`config.mk`:
```
export PLATFORM = sky130hd
export DESIGN_NAME = occc_top
export DESIGN_NICKNAME = d
export VERILOG_FILES = /design/src/design/occc_div.v /design/src/design/occc_top.v
export VERILOG_INCLUDE_DIRS = /design/src /design/src/design
export SDC_FILE = /design/constraint.sdc
export NUM_CORES = 1
export LEC_CHECK = 0
export CORE_MARGIN = 3
export CORE_UTILIZATION = 60
export CTS_BUF_LIST = sky130_fd_sc_hd__clkbuf_16
export CTS_CLUSTER_SIZE = 40
export DETAILED_ROUTE_END_ITERATION = 12
export DONT_BUFFER_PORTS = 1
export GPL_ROUTABILITY_DRIVEN = 0
export PLACE_DENSITY = 0.87
export REMOVE_ABC_BUFFERS = 1
export SKIP_LAST_GASP = 1
export SLEW_MARGIN = 30
export SYNTH_ARGS = -nofsm -noshare
export SYNTH_HDL_FRONTEND = slang
export SYNTH_SLANG_ARGS = --single-unit
export TNS_END_PERCENT = 20
```
`constraint.sdc`:
```
create_clock -name hclk -period 3.75 [get_ports hclk]
set_input_delay 0.1875 -clock hclk [delete_from_list [all_inputs] [get_ports hclk]]
set_output_delay 0.1875 -clock hclk [all_outputs]
set_load 0.05 [all_outputs]
```
`src/design/occc_regs.vh`:
```
// Register map, field layout, reset values and encodings of the
// output channel clock configuration block.
// Assumes a 32-bit AHB-Lite bus, one register per aligned word.
`ifndef OCCC_REGS_VH
`define OCCC_REGS_VH

// Register indices; the byte address is four times the index
`define OCCC_IDX_CONTROL        8'h27
`define OCCC_IDX_DIVIDER        8'h28
`define OCCC_IDX_STATUS         8'h29

// Byte addresses on the bus
`define OCCC_ADDR_CONTROL       12'h09C
`define OCCC_ADDR_DIVIDER       12'h0A0
`define OCCC_ADDR_STATUS        12'h0A4
`define OCCC_ADDR_W             12

// Control register field positions
`define OCCC_SRC_HI             7
`define OCCC_SRC_LO             6
`define OCCC_FMT_HI             5
`define OCCC_FMT_LO             4
`define OCCC_MODEP_HI           3
`define OCCC_MODEP_LO           2
`define OCCC_MODEN_HI           1
`define OCCC_MODEN_LO           0

// Reset values
`define OCCC_RST_SRC            2'h0
`define OCCC_RST_FMT            2'h1
`define OCCC_RST_MODEP          2'h2
`define OCCC_RST_MODEN          2'h0
`define OCCC_RST_DIVIDER        8'h02

// Channel source codes
`define OCCC_SRC_SYNTH_ONE      2'h0
`define OCCC_SRC_SYNTH_TWO      2'h1
`define OCCC_SRC_REF_PRIMARY    2'h2
`define OCCC_SRC_REF_SECONDARY  2'h3

// Driver format codes
`define OCCC_FMT_DISABLED       2'h0
`define OCCC_FMT_AC_DIFF        2'h1
`define OCCC_FMT_HCSL           2'h2
`define OCCC_FMT_LVCMOS         2'h3

// Driver mode codes in LVCMOS format
`define OCCC_MODE_OFF_TRI       2'h0
`define OCCC_MODE_OFF_LOW       2'h1
`define OCCC_MODE_ON_INV        2'h2
`define OCCC_MODE_ON_TRUE       2'h3

// Tail current in mA and load resistance in ohms
`define OCCC_TAIL_MA_0          5'h04
`define OCCC_TAIL_MA_1          5'h06
`define OCCC_TAIL_MA_2          5'h08
`define OCCC_TAIL_MA_3_HCSL     5'h10
`define OCCC_TAIL_MA_3_AC       5'h08
`define OCCC_RLOAD_1            8'h32
`define OCCC_RLOAD_2            8'h64
`define OCCC_RLOAD_3            8'hC8

// AHB transfer type bit that marks an active transfer
`define OCCC_HTRANS_ACTIVE_BIT  1

`endif

```
`src/design/occc_div.v`:
```
// Channel output divider: passes one output tick per (ratio + 1)
// input ticks, or every input tick when bypassed.
// Assumes input ticks are one-cycle pulses synchronous to hclk.
`timescale 1ns/10ps

module occc_div (
  // Clock and reset
  input  wire       hclk,
  input  wire       hresetn,
  // Divider control
  input  wire       bypass,
  input  wire [7:0] ratio,
  // Tick stream
  input  wire       tick_in,
  output reg        tick_out,
  output reg  [7:0] count
);

  // Terminal count reached; also wraps if ratio shrinks below count
  wire at_end;
  assign at_end = (count >= ratio);

  // Count source ticks and emit one at the end of each period
  always @(posedge hclk or negedge hresetn) begin
    if (!hresetn) begin
      count    <= 8'h00;
      tick_out <= 1'b0;
    end else if (bypass) begin
      count    <= 8'h00;
      tick_out <= tick_in;
    end else if (tick_in) begin
      if (at_end) begin
        count    <= 8'h00;
        tick_out <= 1'b1;
      end else begin
        count    <= count + 8'h01;
        tick_out <= 1'b0;
      end
    end else begin
      tick_out <= 1'b0;
    end
  end

endmodule // occc_div

```
`src/design/occc_top.v`:
```
// Output channel clock configuration: AHB-Lite register slave, source
// select, output divider and driver format and mode decoding.
// Assumes source clocks arrive as one-cycle tick enables on hclk.
// Assumes hready is looped back from hreadyout on a single-slave bus.
//
// What this block does
// - Source field bits 7:6 picks synth one, synth two, primary or secondary ref.
// - With doubler on, reference choices deliver the doubled reference instead.
// - Picking a reference bypasses the output divider entirely.
// - Format field bits 5:4: disabled, AC differential, HCSL, LVCMOS; reset 1.
// - LVCMOS: primary mode bits 3:2 drive positive pin; reset 2.
// - LVCMOS: secondary mode bits 1:0 drive negative pin; reset 0.
// - Differential: primary mode selects tail current 4, 6, 8, 16/8 mA.
// - HCSL: secondary mode selects tri-state, 50, 100 or 200 ohm load.
// - Eight-bit divider value divides by value plus one, 1 to 256.
// - Divider acts only when a synthesizer is the source.
`timescale 1ns/10ps
`include "occc_regs.vh"

module occc_top (
  // Clock and reset
  input  wire        hclk,
  input  wire        hresetn,
  // AHB-Lite slave
  input  wire        hsel,
  input  wire [31:0] haddr,
  input  wire [1:0]  htrans,
  input  wire        hwrite,
  input  wire [2:0]  hsize,
  input  wire [31:0] hwdata,
  input  wire        hready,
  output wire        hreadyout,
  output wire        hresp,
  output reg  [31:0] hrdata,
  // Source clock ticks
  input  wire        synth_one_tick,
  input  wire        synth_two_tick,
  input  wire        ref_primary_tick,
  input  wire        ref_secondary_tick,
  input  wire        ref_primary_x2_tick,
  input  wire        ref_secondary_x2_tick,
  input  wire        doubler_enable,
  // Channel clock
  output wire        channel_tick,
  output reg         channel_clk,
  // Driver pins
  output reg         out_p,
  output reg         out_p_oe,
  output reg         out_n,
  output reg         out_n_oe,
  // Driver analog settings
  output reg  [1:0]  driver_format,
  output reg  [4:0]  tail_current_ma,
  output reg  [7:0]  load_ohms
);

  // Register fields; each holds its printed default from reset onward
  // until software writes the register that carries it
  reg  [1:0] channel_source_select;
  reg  [1:0] driver_format_select;
  reg  [1:0] driver_mode_primary;
  reg  [1:0] driver_mode_secondary;
  reg  [7:0] divider_value;

  // Data phase state; the decoded register is kept rather than the
  // address, so writes see the same full decode as reads
  reg        dp_write;
  reg  [1:0] dp_sel;

  // Channel path
  reg        source_tick;
  wire       bypass_div;
  wire       div_tick;

  // Register selected by a byte address: 0 none, 1 control, 2 divider,
  // 3 status; full decode so aliases above the block answer zero
  // and, since the data phase keeps this code, ignore writes as well
  function [1:0] reg_sel;
    input [31:0] addr;
    begin
      if (addr == {20'h0_0000, `OCCC_ADDR_CONTROL}) begin
        reg_sel = 2'h1;
      end else if (addr == {20'h0_0000, `OCCC_ADDR_DIVIDER}) begin
        reg_sel = 2'h2;
      end else if (addr == {20'h0_0000, `OCCC_ADDR_STATUS}) begin
        reg_sel = 2'h3;
      end else begin
        reg_sel = 2'h0;
      end
    end
  endfunction

  // LVCMOS pin from one mode code: returns {oe, level}
  // Codes 0 and 1 power the pin down; only 2 and 3 follow the clock
  function [1:0] cmos_pin;
    input [1:0] mode;
    input       clk;
    begin
      if (mode == `OCCC_MODE_OFF_TRI) begin
        cmos_pin = 2'h0;
      end else if (mode == `OCCC_MODE_OFF_LOW) begin
        cmos_pin = 2'h2;
      end else if (mode == `OCCC_MODE_ON_INV) begin
        cmos_pin = {1'b1, ~clk};
      end else begin
        cmos_pin = {1'b1, clk};
      end
    end
  endfunction

  // Zero wait states and no error replies keep the master simple
  // Every register is a flop, so a read never needs an extra cycle
  assign hreadyout = 1'b1;
  assign hresp     = 1'b0;

  // A transfer is taken in its address phase when selected and ready
  wire take = hsel & hready & htrans[`OCCC_HTRANS_ACTIVE_BIT];
  wire [1:0] addr_sel = reg_sel(haddr);

  // Remember the address phase for the following data phase; while
  // hready is low another slave stretches its data phase, so hold still
  always @(posedge hclk or negedge hresetn) begin
    if (!hresetn) begin
      dp_write <= 1'b0;
      dp_sel   <= 2'h0;
    end else if (hready) begin
      dp_write <= take & hwrite;
      dp_sel   <= addr_sel;
    end
  end

  // Register writes land in the data phase; only the low byte is stored
  // Status and unmapped addresses decode to no writable register, so writes there
  // change nothing and still answer OKAY
  always @(posedge hclk or negedge hresetn) begin
    if (!hresetn) begin
      channel_source_select <= `OCCC_RST_SRC;
      driver_format_select  <= `OCCC_RST_FMT;
      driver_mode_primary   <= `OCCC_RST_MODEP;
      driver_mode_secondary <= `OCCC_RST_MODEN;
      divider_value         <= `OCCC_RST_DIVIDER;
    end else if (dp_write) begin
      if (dp_sel == 2'h1) begin
        channel_source_select <= hwdata[`OCCC_SRC_HI:`OCCC_SRC_LO];
        driver_format_select  <= hwdata[`OCCC_FMT_HI:`OCCC_FMT_LO];
        driver_mode_primary   <= hwdata[`OCCC_MODEP_HI:`OCCC_MODEP_LO];
        driver_mode_secondary <= hwdata[`OCCC_MODEN_HI:`OCCC_MODEN_LO];
      end else if (dp_sel == 2'h2) begin
        divider_value <= hwdata[7:0];
      end
    end
  end

  // Current register contents as they read on the bus
  // Status bits 4:2 are reserved and read zero
  wire [7:0] control_word = {channel_source_select, driver_format_select,
                             driver_mode_primary, driver_mode_secondary};
  wire [7:0] status_word  = {bypass_div, channel_clk, doubler_enable,
                             3'h0, channel_source_select};

  // Read data is fetched in the address phase so it stands in the data
  // phase; a write to the same register just before is forwarded
  // Status is never forwarded, as software cannot write it
  always @(posedge hclk or negedge hresetn) begin
    if (!hresetn) begin
      hrdata <= 32'h0000_0000;
    end else if (take & ~hwrite) begin
      if (addr_sel == 2'h1) begin
        if (dp_write && dp_sel == 2'h1) begin
          hrdata <= {24'h00_0000, hwdata[7:0]};
        end else begin
          hrdata <= {24'h00_0000, control_word};
        end
      end else if (addr_sel == 2'h2) begin
        if (dp_write && dp_sel == 2'h2) begin
          hrdata <= {24'h00_0000, hwdata[7:0]};
        end else begin
          hrdata <= {24'h00_0000, divider_value};
        end
      end else if (addr_sel == 2'h3) begin
        hrdata <= {24'h00_0000, status_word};
      end else begin
        hrdata <= 32'h0000_0000;
      end
    end
  end

  // Source mux; references follow the doubler when it is on
  // The doubler choice is made per tick, so toggling it takes effect on
  // the next reference tick with no register write needed
  always @* begin
    case (channel_source_select)
      `OCCC_SRC_SYNTH_ONE: begin
        source_tick = synth_one_tick;
      end
      `OCCC_SRC_SYNTH_TWO: begin
        source_tick = synth_two_tick;
      end
      `OCCC_SRC_REF_PRIMARY: begin
        source_tick = doubler_enable ? ref_primary_x2_tick
                                     : ref_primary_tick;
      end
      default: begin
        source_tick = doubler_enable ? ref_secondary_x2_tick
                                     : ref_secondary_tick;
      end
    endcase
  end

  // Divider only runs for synthesizer sources; both reference codes have
  // the upper bit set, so one bit decides
  assign bypass_div = channel_source_select[1];

  // The divider clears its count while bypassed, so a later return to a
  // synthesizer starts a full period; the running count is not needed
  occc_div i_occc_div (
    .hclk     (hclk),
    .hresetn  (hresetn),
    .bypass   (bypass_div),
    .ratio    (divider_value),
    .tick_in  (source_tick),
    .tick_out (div_tick),
    .count    ()
  );

  assign channel_tick = div_tick;

  // Channel clock level flips on every divided tick; output is held
  // low while the format is disabled so the driver idles quietly
  // Disabling also restarts the phase low, so a later enable always
  // opens with a rising edge
  always @(posedge hclk or negedge hresetn) begin
    if (!hresetn) begin
      channel_clk <= 1'b0;
    end else if (driver_format_select == `OCCC_FMT_DISABLED) begin
      channel_clk <= 1'b0;
    end else if (div_tick) begin
      channel_clk <= ~channel_clk;
    end
  end

  // Driver pins and analog settings, registered to avoid glitches
  // Pins trail channel_clk by one cycle; that flop keeps the format and
  // mode decode off the pin timing. Analog settings read zero where they
  // do not apply. Reset leaves the driver quiet although the format
  // field defaults to differential; the first edge after release wakes it
  always @(posedge hclk or negedge hresetn) begin
    if (!hresetn) begin
      out_p           <= 1'b0;
      out_p_oe        <= 1'b0;
      out_n           <= 1'b0;
      out_n_oe        <= 1'b0;
      driver_format   <= `OCCC_RST_FMT;
      tail_current_ma <= 5'h00;
      load_ohms       <= 8'h00;
    end else begin
      driver_format <= driver_format_select;
      case (driver_format_select)
        `OCCC_FMT_LVCMOS: begin
          {out_p_oe, out_p} <= cmos_pin(driver_mode_primary, channel_clk);
          {out_n_oe, out_n} <= cmos_pin(driver_mode_secondary, channel_clk);
          tail_current_ma   <= 5'h00;
          load_ohms         <= 8'h00;
        end
        `OCCC_FMT_AC_DIFF, `OCCC_FMT_HCSL: begin
          out_p    <= channel_clk;
          out_n    <= ~channel_clk;
          out_p_oe <= 1'b1;
          // HCSL secondary code 0 leaves the load tri-stated
          out_n_oe <= (driver_format_select != `OCCC_FMT_HCSL) ||
                      (driver_mode_secondary != 2'h0);
          case (driver_mode_primary)
            2'h0: tail_current_ma <= `OCCC_TAIL_MA_0;
            2'h1: tail_current_ma <= `OCCC_TAIL_MA_1;
            2'h2: tail_current_ma <= `OCCC_TAIL_MA_2;
            default: begin
              tail_current_ma <= (driver_format_select == `OCCC_FMT_HCSL) ?
                                 `OCCC_TAIL_MA_3_HCSL : `OCCC_TAIL_MA_3_AC;
            end
          endcase
          if (driver_format_select != `OCCC_FMT_HCSL) begin
            load_ohms <= 8'h00;
          end else if (driver_mode_secondary == 2'h1) begin
            load_ohms <= `OCCC_RLOAD_1;
          end else if (driver_mode_secondary == 2'h2) begin
            load_ohms <= `OCCC_RLOAD_2;
          end else if (driver_mode_secondary == 2'h3) begin
            load_ohms <= `OCCC_RLOAD_3;
          end else begin
            load_ohms <= 8'h00;
          end
        end
        default: begin
          out_p           <= 1'b0;
          out_p_oe        <= 1'b0;
          out_n           <= 1'b0;
          out_n_oe        <= 1'b0;
          tail_current_ma <= 5'h00;
          load_ohms       <= 8'h00;
        end
      endcase
    end
  end

endmodule // occc_top

```
* After elaboration in Yosys (flattened, before gate mapping)
Index checks and enable logic that the tools add are counted.
Word-level totals: latch bits 0, word-level logic and storage cells 96, flip-flop bits (word level) 80, memory bits (read-only) 0, input port bits 81, output and inout bits 55, memories 0, bits in writable memories 0
Operators by class: $lt $le $gt $ge 1, add/sub/neg operators 1, div/mod/pow operators 0, shift-type cells 0, multiply operators 0, eq/ne operators 19, mux-type cells 37, reduce and logical (&&, ||, !) cells 13, bitwise logic cells 7
Operator list (count):
- equality test 32 x 8 -> 1 bit (second input constant) | 3
- two-way mux 8 bit | 11
- two-way mux 32 bit | 2
- equality test 2 bit (second input constant) | 9
- case mux 5 bit (3 select lines) | 1
- equality test 2 x 1 -> 1 bit (second input constant) | 6
- two-way mux 1 bit | 11
- two-way mux 2 bit | 5
- two-way mux 5 bit | 2
- adder 8 x 1 -> 8 bit (second input constant) | 1
- >= comparator 8 bit | 1
- logical NOT 2 bit | 4
- case mux 1 bit (2 select lines) | 4
- nonzero test 2 bit | 3
- bitwise AND 1 bit | 4
- NOT 1 bit | 3
- case mux 1 bit (3 select lines) | 1
- AND reduction 3 bit | 1
- logical AND 1 bit | 2
- != test 2 bit (second input constant) | 1
- AND reduction 2 bit | 1
- OR reduction 2 bit | 1
- logical OR 1 bit | 1

* Longest topological paths before layout
Gate-level depths: netlist of the first run.
depth in word-level cells 8, mapped depth 7, depth with buffers taken out 7

* Cells and area by module
From an unflattened synthesis of the first run, not the netlist that was laid out.
Second synthesis, totals: cells, all modules 275, area, all modules 2960.3 um2
By module, submodules not included:
- occc_top | cells each 201, sequential area each 1081.0 um2, area an instance 2279.7 um2, times used 1
- occc_div | cells each 74, sequential area each 225.2 um2, area an instance 680.7 um2, times used 1

* Least setup slack after synthesis of the first run
OpenSTA, ideal clock, no wires.
kind register to register, start point register i_occc_div.count[0], end point register i_occc_div.count[5], stages on the path, launching flop included 8, library setup time 0.087 ns, path buffers 0, required time 3.663 ns, arrival time 1.665 ns, clock period less this slack 1.751 ns, slack 1.999 ns, cells stage by stage dfrtp_1 -> inv_1 -> ha_1 -> nand2b_1 -> a211o_1 -> a21oi_1 -> nor2_1 -> o211ai_1
Between the ends: longest elaborated chain between the ends 4, elaborated cells on any way between the ends 5, classes of those cells add/sub (1); order compare (1); mux (3)
Ends and longest elaborated chain:
- start, declared | RTL line occc_div.v:16 | output reg [7:0] count
- start signal, assigned | RTL line occc_div.v:36 | count <= count + 8'h01;
- adder 8 x 1 -> 8 bit or >= comparator 8 bit (tied branches) | RTL line occc_div.v:36, occc_div.v:21
- two-way mux 8 bit (*) | RTL line occc_div.v:32 | if (at_end) begin
- two-way mux 8 bit (*) | RTL line occc_div.v:31 | end else if (tick_in) begin
- two-way mux 8 bit (*) | RTL line occc_div.v:28 | end else if (bypass) begin
Every way passes the cells marked *; elsewhere a longest branch is shown, timed or not. The select of a mux whose other input is x is not followed. A chain may end at the register's enable or synchronous reset.

* Worst setup path in the final report of the first run
start point register i_occc_div.count[0], end point register i_occc_div.count[6]
Same word-level chain as after synthesis.

==> impl_results.html, run 1 <==
<table>
<tr><th>Metric</th><th>Value</th></tr>
<tr><th colspan="2">Timing</th></tr>
<tr><td>Max-slew violations</td><td>0</td></tr>
<tr><td>Max_slew headroom</td><td>41.4%</td></tr>
<tr><td>Setup slack of the critical path after layout</td><td>1.67 ns</td></tr>
<tr><td>Achievable Freq</td><td>480 MHz</td></tr>
<tr><td>Post-route clock period utilization</td><td>between 50% and 60%</td></tr>
<tr><td>Post-route clock skew</td><td>0.00814 ns</td></tr>
<tr><td>Total Neg Setup Slack</td><td>0 ns</td></tr>
<tr><td>Count of endpoints failing hold in the final timing report</td><td>0</td></tr>
<tr><td>Setup violations, final</td><td>0</td></tr>
<tr><td>Hold Worst Slack</td><td>0.00538 ns</td></tr>
<tr><td>Min Tclk post-route</td><td>about 2.1 ns</td></tr>
<tr><td>Tightest Pin Transition</td><td>0.880 ns</td></tr>
<tr><td>Setup repair after global routing missed its margin</td><td>false</td></tr>
<tr><th colspan="2">Yosys</th></tr>
<tr><td>Mapped cell area</td><td>2890 µm²</td></tr>
<tr><td>Number of synthesized register bits</td><td>52</td></tr>
<tr><td>Area contributors post-synth</td><td>sky130_fd_sc_hd__dfrtp_1 42%, sky130_fd_sc_hd__buf_4 7.8%, sky130_fd_sc_hd__ha_1 7.4%, sky130_fd_sc_hd__mux2_2 6.2%, sky130_fd_sc_hd__dfstp_2 3.6%</td></tr>
<tr><td>Most numerous cell in the Yosys netlist</td><td>sky130_fd_sc_hd__dfrtp_1</td></tr>
<tr><td>Number of library cell types mapped by synthesis</td><td>47</td></tr>
<tr><td>Count of synthesis-stage warnings from yosys</td><td>0</td></tr>
<tr><td>Commonest register cell after synthesis</td><td>sky130_fd_sc_hd__dfrtp_1</td></tr>
<tr><td>Cell type with the largest total area after synthesis</td><td>sky130_fd_sc_hd__dfrtp_1</td></tr>
<tr><td>Portion of synthesized cell area occupied by the leading cell type</td><td>41.5%</td></tr>
<tr><td>Instance count of the mapped netlist</td><td>268</td></tr>
<tr><td>Top cell types by occurrence after synthesis</td><td>48 x sky130_fd_sc_hd__dfrtp_1, 30 x sky130_fd_sc_hd__buf_4, 18 x sky130_fd_sc_hd__nand2_1, 17 x sky130_fd_sc_hd__ha_1</td></tr>
<tr><td>Post-synth EDFFs</td><td>0</td></tr>
<tr><td>Mean instance size in the synthesized netlist</td><td>10.8 µm²</td></tr>
<tr><td>Asr flop ratio synth</td><td>100%</td></tr>
<tr><td>Sequential element share of the synthesized area</td><td>45.2%</td></tr>
<tr><th colspan="2">Clock network</th></tr>
<tr><td>Count of buffers added by post-CTS timing repair for setup</td><td>0</td></tr>
<tr><td>TritonCTS clock tree</td><td>done</td></tr>
<tr><td>CTS Root Cell</td><td>sky130_fd_sc_hd__clkbuf_16</td></tr>
<tr><td>Clock Latency Late Sink</td><td>0.29 ns</td></tr>
<tr><td>Maximum count of clock buffers along a single path</td><td>2</td></tr>
<tr><td>Clk pin slew, worst setup/hold paths</td><td>0.07 ns</td></tr>
<tr><td>TritonCTS Sinks</td><td>52</td></tr>
<tr><td>TritonCTS Buffers</td><td>5</td></tr>
<tr><td>H-Tree Level Count</td><td>2</td></tr>
<tr><th colspan="2">Setup path</th></tr>
<tr><td>Arr. time, crit path</td><td>2.29 ns</td></tr>
<tr><td>Largest stage delay on the critical path</td><td>0.42 ns</td></tr>
<tr><td>Worst Reg-to-Reg Cells</td><td>7</td></tr>
<tr><td>Crit path cell chain</td><td>inv_1 -&gt; ha_1 -&gt; nand2b_1 -&gt; a211o_1 -&gt; a21oi_1 -&gt; nor2_1 -&gt; a21oi_1</td></tr>
<tr><td>Crit path max-delay cell type</td><td>sky130_fd_sc_hd__dfrtp_1</td></tr>
<tr><td>Dominant cell type by count on the critical path</td><td>sky130_fd_sc_hd__a21oi_1</td></tr>
<tr><td>Maximum fanout count along the critical path</td><td>6</td></tr>
<tr><td>Capturing element type of the critical path</td><td>flop</td></tr>
<tr><td>Buffering stage count on the worst path with inverters included</td><td>1</td></tr>
<tr><td>CP startpoint kind</td><td>flop</td></tr>
<tr><td>Required @ worst endpoint</td><td>roughly 4 ns</td></tr>
<tr><td>Critical path class</td><td>flop to flop</td></tr>
<tr><td>Crit path max-delay family</td><td>compound AO/OA/AOI/OAI gates</td></tr>
<tr><td>Number of gates on the worst path with buffers counted</td><td>7</td></tr>
<tr><th colspan="2">Cells and area</th></tr>
<tr><td># nets final</td><td>370</td></tr>
<tr><td>Number of filler instances in the final layout</td><td>roughly 330</td></tr>
<tr><td>Number of cells in the finished layout apart from fillers</td><td>325</td></tr>
<tr><td>Fraction of layout instances using a drive strength above 1</td><td>between 10% and 20%</td></tr>
<tr><td>Number of antenna diodes</td><td>0</td></tr>
<tr><td>Layout overhead on the synthesized area</td><td>4.15%</td></tr>
<tr><td>Final standard cell area without fillers</td><td>between 3000 and 4000 µm²</td></tr>
<tr><th colspan="2">Job</th></tr>
<tr><td>Max-cap violations</td><td>0</td></tr>
<tr><th colspan="2">Die</th></tr>
<tr><td>Die X-Extent</td><td>75.4 µm</td></tr>
<tr><td>Num rows</td><td>24</td></tr>
<tr><td>Full die area</td><td>5690 µm²</td></tr>
<tr><td>I/O pin count</td><td>136</td></tr>
<tr><td>Initial cell density of the core</td><td>between 60% and 70%</td></tr>
<tr><td>Core region area</td><td>about 4500 µm²</td></tr>
<tr><td>Die span in y</td><td>75.4 µm</td></tr>
<tr><th colspan="2">Power and ir drop</th></tr>
<tr><td>Switching Power</td><td>610 µW</td></tr>
<tr><td>Leakage power total</td><td>around 0.0014 µW</td></tr>
<tr><td>Clk pwr share</td><td>27.6%</td></tr>
<tr><td>Pwr per Cell Area</td><td>537 nW/µm²</td></tr>
<tr><td>Worst voltage drop across the vdd grid</td><td>0.250 mV</td></tr>
<tr><td>Switching share of power</td><td>about 38%</td></tr>
<tr><td>Combinational group share of total power</td><td>approximately a fifth</td></tr>
<tr><td>Sequential Power Share</td><td>between 50% and 60%</td></tr>
<tr><td>Cell-internal power</td><td>1010 µW</td></tr>
<tr><th colspan="2">Detailed routing</th></tr>
<tr><td>Total Routed Length</td><td>6280 µm</td></tr>
<tr><td>First-pass DRT Iterations</td><td>4</td></tr>
<tr><td>Via count normalized by instance count</td><td>6.18</td></tr>
<tr><td>Max Used Layer</td><td>met4</td></tr>
<tr><td>Number of remaining DRC errors</td><td>0</td></tr>
<tr><td>Number of DRC markers after the initial detailed-route iteration</td><td>137</td></tr>
<tr><td>Wirelength per Cell</td><td>19.3 µm</td></tr>
<tr><td>Total via count after detailed routing</td><td>2007</td></tr>
<tr><td>DR WL met2</td><td>about 3300 µm</td></tr>
<tr><td>Wire length the detailed router placed on met1</td><td>2410 µm</td></tr>
<tr><td>Post-route ant nets</td><td>0</td></tr>
<tr><td>Total length of routed met3 wires</td><td>464 µm</td></tr>
<tr><th colspan="2">Global route</th></tr>
<tr><td>Global-route wire length before repair</td><td>between 9000 and 10000 µm</td></tr>
<tr><td>Global-route congestion overflow total</td><td>0</td></tr>
<tr><td>Number of global-route vias before repair</td><td>between 1500 and 2000</td></tr>
<tr><td>Pin count of the biggest net entering global routing</td><td>53</td></tr>
<tr><td>Global-route usage over all layers</td><td>roughly 23%</td></tr>
<tr><td>Antenna violations before repair</td><td>0</td></tr>
<tr><th colspan="2">Min path</th></tr>
<tr><td>Cell depth of the worst min-delay path</td><td>1</td></tr>
<tr><td>Path category of the worst min-delay check</td><td>input port to flop</td></tr>
<tr><th colspan="2">Outcome</th></tr>
<tr><td>Run status</td><td>finished clean</td></tr>
<tr><th colspan="2">Placement</th></tr>
<tr><td>Pre-CTS worst setup slack</td><td>1.77 ns</td></tr>
<tr><td>Number of placed instances, taps included</td><td>314</td></tr>
<tr><td>Post-DP Area</td><td>2820 µm²</td></tr>
<tr><td>IO Port Bufs</td><td>0</td></tr>
<tr><td>HPWL reported at the end of detailed placement</td><td>4640 µm</td></tr>
</table>
==> per-layer routing <==
layer	up-vias	global-route usage [%]
met3	12	4.35
met4	0	7.77
li1	922	-
met5	-	0
met2	91	39.5
met1	982	28.1
==> per-stage QoR <==
| stage | power, µW | utilization (%) |
|---|---|---|
| floorplan | 1080 | - |
| global placement | 1140 | 62.7 |
| detailed placement | 1150 | 62.7 |
| CTS | 1620 | 66.9 |
| global route | 1690 | 66.9 |
| finish | 1620 | 66.9 |
==> flip-flops by register name, indices dropped and copies added, names as in the netlist, 2 cells and up <==
name,flops
i_occc_div.count,8
load_ohms,5
driver_format,2
divider_value,8
driver_mode_secondary,2
dp_sel,2
driver_mode_primary,2
tail_current_ma,4
hrdata,8
driver_format_select,2
channel_source_select,2
==> cell usage in the layout, fill, tap and decap left out, drive strengths merged, types with 4 or more instances in the layout <==
cell    count
nand3       5
nor2        9
a32oi       4
nand2      18
nor2b       4
ha         17
o31ai       5
clkbuf      5
o21ai      14
and3        8
nor3        6
nor4        7
a21oi       9
dfrtp      48
inv        18
dfstp       4
conb       28
nand4       6
mux2       19
==> kinds of logic (layout without fill, tap and decap cells) <==
logic type / count (synthesis) / in the layout / share of synthesized area, %
AND/OR/NAND/NOR: 75 / 75 / 15.7
flip-flops: 52 / 52 / 45.2
AO/OA/AOI/OAI: 50 / 50 / 11.6
buffers and inverters: 48 / 27 / 10.1
multiplexers: 20 / 20 / 8.56
adder cells (fa/ha/maj): 17 / 17 / 7.35
XOR/XNOR: 4 / 4 / 1.21
other: 2 / 28 / 0.260
==> what timing repair did <==
item | in CTS | in global routing
hold endpoints to repair | 54 | 0
resized for setup | 0 | 0
hold buffers | 3 | 0
==> cell type report <==
cell class | count | area (µm²) | area share, %
clock buffers | 5 | 125 | 4.15
clock inverters | 3 | 17.5 | 0.581
inverters | 16 | 60.1 | 1.99
repair buffers | 3 | 47.5 | 1.58
flip-flops and latches | 52 | 1310 | 43.4
well taps | 52 | 65.1 | 2.16
multi-input cells | 194 | 1390 | 46.2
==> power groups by stage <==
stage               combinational, µW  clock (µW)  sequential (µW)
finish                            326         445              846
global placement                  284           0              851
detailed placement                298           0              853
CTS                               324         451              844
global route                      357         473              859
floorplan                         256           0              825
==> worst paths after layout <==
path | slack, ns | startpoint | endpoint
min in group asynchronous | 0.42 | hresetn | divider_value[2]$_DFFE_PN0P_
min | 0.005 | hready | dp_sel[1]$_DFFE_PN0P_
max in group asynchronous | 3.04 | hresetn | driver_format_select[0]$_DFFE_PN1P_
max reg2reg | 1.67 | i_occc_div.count[0]$_DFFE_PN0P_ | i_occc_div.count[6]$_DFFE_PN0P_
max | 1.67 | i_occc_div.count[0]$_DFFE_PN0P_ | i_occc_div.count[6]$_DFFE_PN0P_
min reg2reg | 0.40 | driver_format_select[0]$_DFFE_PN1P_ | driver_format[0]$_DFF_PN1_
(Power assumes the default switching activity.)
==> run 2: changes to the inputs <==
==> constraint.sdc (replaced) <==
create_clock -name hclk -period 2 [get_ports hclk]
set_input_delay 0.1 -clock hclk [delete_from_list [all_inputs] [get_ports hclk]]
set_output_delay 0.1 -clock hclk [all_outputs]
set_load 0.05 [all_outputs]
==> impl_results.html, run 2 (same netlist as run 1, synthesis figures left out) <==
<table>
<tr><th>Metric</th><th>Value</th></tr>
<tr><th colspan="2">Die</th></tr>
<tr><td>Core region area</td><td>4500 µm²</td></tr>
<tr><td>Num rows</td><td>24</td></tr>
<tr><td>Die X-Extent</td><td>roughly 75 µm</td></tr>
<tr><td>Full die area</td><td>5690 µm²</td></tr>
<tr><td>Die span in y</td><td>75.4 µm</td></tr>
<tr><td>I/O pin count</td><td>136</td></tr>
<tr><td>Initial cell density of the core</td><td>roughly 64%</td></tr>
<tr><th colspan="2">Cells and area</th></tr>
<tr><td>Final standard cell area without fillers</td><td>3150 µm²</td></tr>
<tr><td>Layout overhead on the synthesized area</td><td>8.78%</td></tr>
<tr><td>Post-Route Utilization</td><td>69.9%</td></tr>
<tr><td>Regs by FF count</td><td>divider_value (8), hrdata (8), i_occc_div.count (8)</td></tr>
<tr><td>Number of antenna diodes</td><td>0</td></tr>
<tr><td># nets final</td><td>384</td></tr>
<tr><td>Most frequent standard cell in the layout excluding fill and tap cells</td><td>sky130_fd_sc_hd__dfrtp_1</td></tr>
<tr><td>Fraction of layout instances using a drive strength above 1</td><td>15.7%</td></tr>
<tr><td>Number of cells in the finished layout apart from fillers</td><td>between 300 and 400</td></tr>
<tr><td>Most used cells in the layout excluding fill and tap cells</td><td>48 x sky130_fd_sc_hd__dfrtp_1, 28 x sky130_fd_sc_hd__conb_1, 18 x sky130_fd_sc_hd__nand2_1</td></tr>
<tr><th colspan="2">Power and ir drop</th></tr>
<tr><td>Sequential Power Share</td><td>between 40 and 50%</td></tr>
<tr><td>Switching Power</td><td>1190 µW</td></tr>
<tr><td>Pwr per Cell Area</td><td>989 nW/µm²</td></tr>
<tr><td>Cell-internal power</td><td>1930 µW</td></tr>
<tr><td>Worst voltage drop across the vdd grid</td><td>approximately 0.67 mV</td></tr>
<tr><td>Overall power consumption</td><td>3110 µW</td></tr>
<tr><td>Leakage power total</td><td>0.00148 µW</td></tr>
<tr><td>Clk pwr share</td><td>a little over a quarter</td></tr>
<tr><td>Combinational group share of total power</td><td>a little under a quarter</td></tr>
<tr><td>Switching share of power</td><td>between 30% and 40%</td></tr>
<tr><th colspan="2">Clock network</th></tr>
<tr><td>Clock Latency Late Sink</td><td>0.30 ns</td></tr>
<tr><td>CTS Root Cell</td><td>sky130_fd_sc_hd__clkbuf_16</td></tr>
<tr><td>Maximum count of clock buffers along a single path</td><td>2</td></tr>
<tr><td>H-Tree Level Count</td><td>2</td></tr>
<tr><td>Clk pin slew, worst setup/hold paths</td><td>0.07 ns</td></tr>
<tr><td>Count of buffers added by post-CTS timing repair for setup</td><td>0</td></tr>
<tr><td>TritonCTS Sinks</td><td>52</td></tr>
<tr><td>TritonCTS clock tree</td><td>done</td></tr>
<tr><td>TritonCTS Buffers</td><td>5</td></tr>
<tr><th colspan="2">Setup path</th></tr>
<tr><td>Crit path cell chain</td><td>inv_1 -&gt; ha_1 -&gt; nand2b_1 -&gt; a211o_1 -&gt; a21oi_2 -&gt; nor2_1 -&gt; o211ai_1</td></tr>
<tr><td>Crit path max-delay family</td><td>compound AO/OA/AOI/OAI gates</td></tr>
<tr><td>CP Launch Point</td><td>i_occc_div.count[0]$_DFFE_PN0P_</td></tr>
<tr><td>Critical path class</td><td>flop to flop</td></tr>
<tr><td>Capturing element type of the critical path</td><td>flop</td></tr>
<tr><td>Endpoint of the most critical register-to-register path</td><td>i_occc_div.count[5]$_DFFE_PN0P_</td></tr>
<tr><td>Arr. time, crit path</td><td>2.13 ns</td></tr>
<tr><td>Crit path max-delay cell type</td><td>sky130_fd_sc_hd__dfrtp_1</td></tr>
<tr><td>End point of the critical path</td><td>i_occc_div.count[5]$_DFFE_PN0P_</td></tr>
<tr><td>Number of gates on the worst path with buffers counted</td><td>7</td></tr>
<tr><td>Buffering stage count on the worst path with inverters included</td><td>1</td></tr>
<tr><td>Worst Reg-to-Reg Cells</td><td>7</td></tr>
<tr><td>Critical R2R Launch</td><td>i_occc_div.count[0]$_DFFE_PN0P_</td></tr>
<tr><td>Maximum fanout count along the critical path</td><td>6</td></tr>
<tr><td>Required @ worst endpoint</td><td>2.21 ns</td></tr>
<tr><td>CP startpoint kind</td><td>flop</td></tr>
<tr><td>Internal reg-to-reg setup slack</td><td>slightly above 0.07 ns</td></tr>
<tr><td>Largest stage delay on the critical path</td><td>about 0.42 ns</td></tr>
<tr><th colspan="2">Global route</th></tr>
<tr><td>Global-route usage over all layers</td><td>around 23%</td></tr>
<tr><td>Pin count of the biggest net entering global routing</td><td>53</td></tr>
<tr><td>Global-route wire length before repair</td><td>9970 µm</td></tr>
<tr><td>Global-route congestion overflow total</td><td>0</td></tr>
<tr><td>Number of global-route vias before repair</td><td>approximately 2100</td></tr>
<tr><td>Antenna violations before repair</td><td>0</td></tr>
<tr><th colspan="2">Detailed routing</th></tr>
<tr><td>First-pass DRT Iterations</td><td>4</td></tr>
<tr><td>Total Routed Length</td><td>6480 µm</td></tr>
<tr><td>Total via count after detailed routing</td><td>2091</td></tr>
<tr><td>Wirelength per Cell</td><td>between 15 and 20 µm</td></tr>
<tr><td>Via count normalized by instance count</td><td>6.17</td></tr>
<tr><td>Post-route ant nets</td><td>0</td></tr>
<tr><td>Number of DRC markers after the initial detailed-route iteration</td><td>165</td></tr>
<tr><td>Number of remaining DRC errors</td><td>0</td></tr>
<tr><th colspan="2">Timing</th></tr>
<tr><td>Setup violations, final</td><td>0</td></tr>
<tr><td>Min Tclk post-route</td><td>between 1.5 and 2 ns</td></tr>
<tr><td>Count of endpoints failing hold in the final timing report</td><td>0</td></tr>
<tr><td>Tightest Pin Transition</td><td>0.628 ns</td></tr>
<tr><td>Max-slew violations</td><td>0</td></tr>
<tr><td>Max_slew headroom</td><td>between 50% and 60%</td></tr>
<tr><td>Achievable Freq</td><td>519 MHz</td></tr>
<tr><td>Post-route clock skew</td><td>~0.0077 ns</td></tr>
<tr><td>Post-route clock period utilization</td><td>96.4%</td></tr>
<tr><td>Setup repair after global routing missed its margin</td><td>true</td></tr>
<tr><th colspan="2">Job</th></tr>
<tr><td>Max-cap violations</td><td>0</td></tr>
<tr><th colspan="2">Outcome</th></tr>
<tr><td>Run status</td><td>finished clean</td></tr>
<tr><th colspan="2">Placement</th></tr>
<tr><td>IO Port Bufs</td><td>0</td></tr>
<tr><td>Post-DP Area</td><td>2850 µm²</td></tr>
<tr><td>Number of placed instances, taps included</td><td>around 320</td></tr>
<tr><td>HPWL reported at the end of detailed placement</td><td>4700 µm</td></tr>
<tr><th colspan="2">Min path</th></tr>
<tr><td>Path category of the worst min-delay check</td><td>input port to flop</td></tr>
</table>
run 2: cell types whose count changed in the layout (fill, tap and decap cells not counted), sizes merged:
cell | before | now
dlygate4sd3 | 2 | 12
buf | 1 | 5
run 2: worst register-to-register path: cells and delay by family (launching register included):
kind / cells / cell delay (ns)
AOI/OAI and AO/OA: 3 / 0.72
adders and majority gates: 1 / 0.30
buffers and inverters: 1 / 0.11
DFF: 1 / 0.42
and+or+nand+nor: 2 / 0.29
run 2: layout make-up:
| type | instances | area [µm²] |
|---|---|---|
| clock buffers | 5 | 125 |
| clock inverters | 3 | 17.5 |
| fillers | 303 | 1360 |
| inverters | 16 | 60.1 |
| multi-input cells | 194 | 1400 |
| flip-flops and latches | 52 | 1310 |
| well taps | 52 | 65.1 |
| repair buffers | 17 | 178 |
run 2: stage by stage:
| step | setup TNS, ns | hold slack [ns] | setup slack [ns] |
|---|---|---|---|
| detailed placement | 0 | -0.194 | 0.0647 |
| global route | -0.105 | 0.122 | -0.0386 |
| finish | 0 | 0.102 | 0.0726 |
| CTS | 0 | 0.104 | 0.0555 |
| global placement | 0 | -0.194 | 0.153 |
| floorplan | 0 | -0.196 | 0.249 |
run 2: worst min path at each step:
| stage | start | endpoint | slack [ns] | cells after the start |
|---|---|---|---|---|
| final | synth_two_tick | i_occc_div.count[2]$_DFFE_PN0P_ | 0.10 | 3 |
| after global routing | synth_two_tick | i_occc_div.count[2]$_DFFE_PN0P_ | 0.12 | 3 |
| after CTS | synth_two_tick | i_occc_div.count[2]$_DFFE_PN0P_ | 0.10 | 3 |
| after detailed placement | hresetn | out_p$_DFF_PN0_ | -0.19 | 0 |
| after global placement | hresetn | tail_current_ma[1]$_DFF_PN0_ | -0.19 | 0 |
| after floorplan | hresetn | channel_clk$_DFFE_PN0P_ | -0.20 | 0 |
run 2: per-layer routing:
metal	global-route usage (%)	vias to the layer above	wire, µm	share of wire [%]
met5	0	-	0	0
met4	11.7	0	139	2.1
met3	5.15	13	572	8.8
met2	38.4	118	3230	50
met1	28.7	1015	2540	39
li1	-	945	-	-
run 2: repair_timing:
action / 4_1_cts / 5_1_grt
setup endpoints to repair: 0 / 8
gates resized for setup: 0 / 2
hold endpoints to repair: 71 / 0
hold buffers: 13 / 0
run 2: power by group through the flow:
stage / combinational [µW] / clock (µW) / sequential (µW)
2_1_floorplan: 480 / 0 / 1550
3_3_place_gp: 611 / 0 / 1550
5_1_grt: 810 / 881 / 1550
6_report: 728 / 849 / 1540
4_1_cts: 700 / 848 / 1530
3_5_place_dp: 644 / 0 / 1550
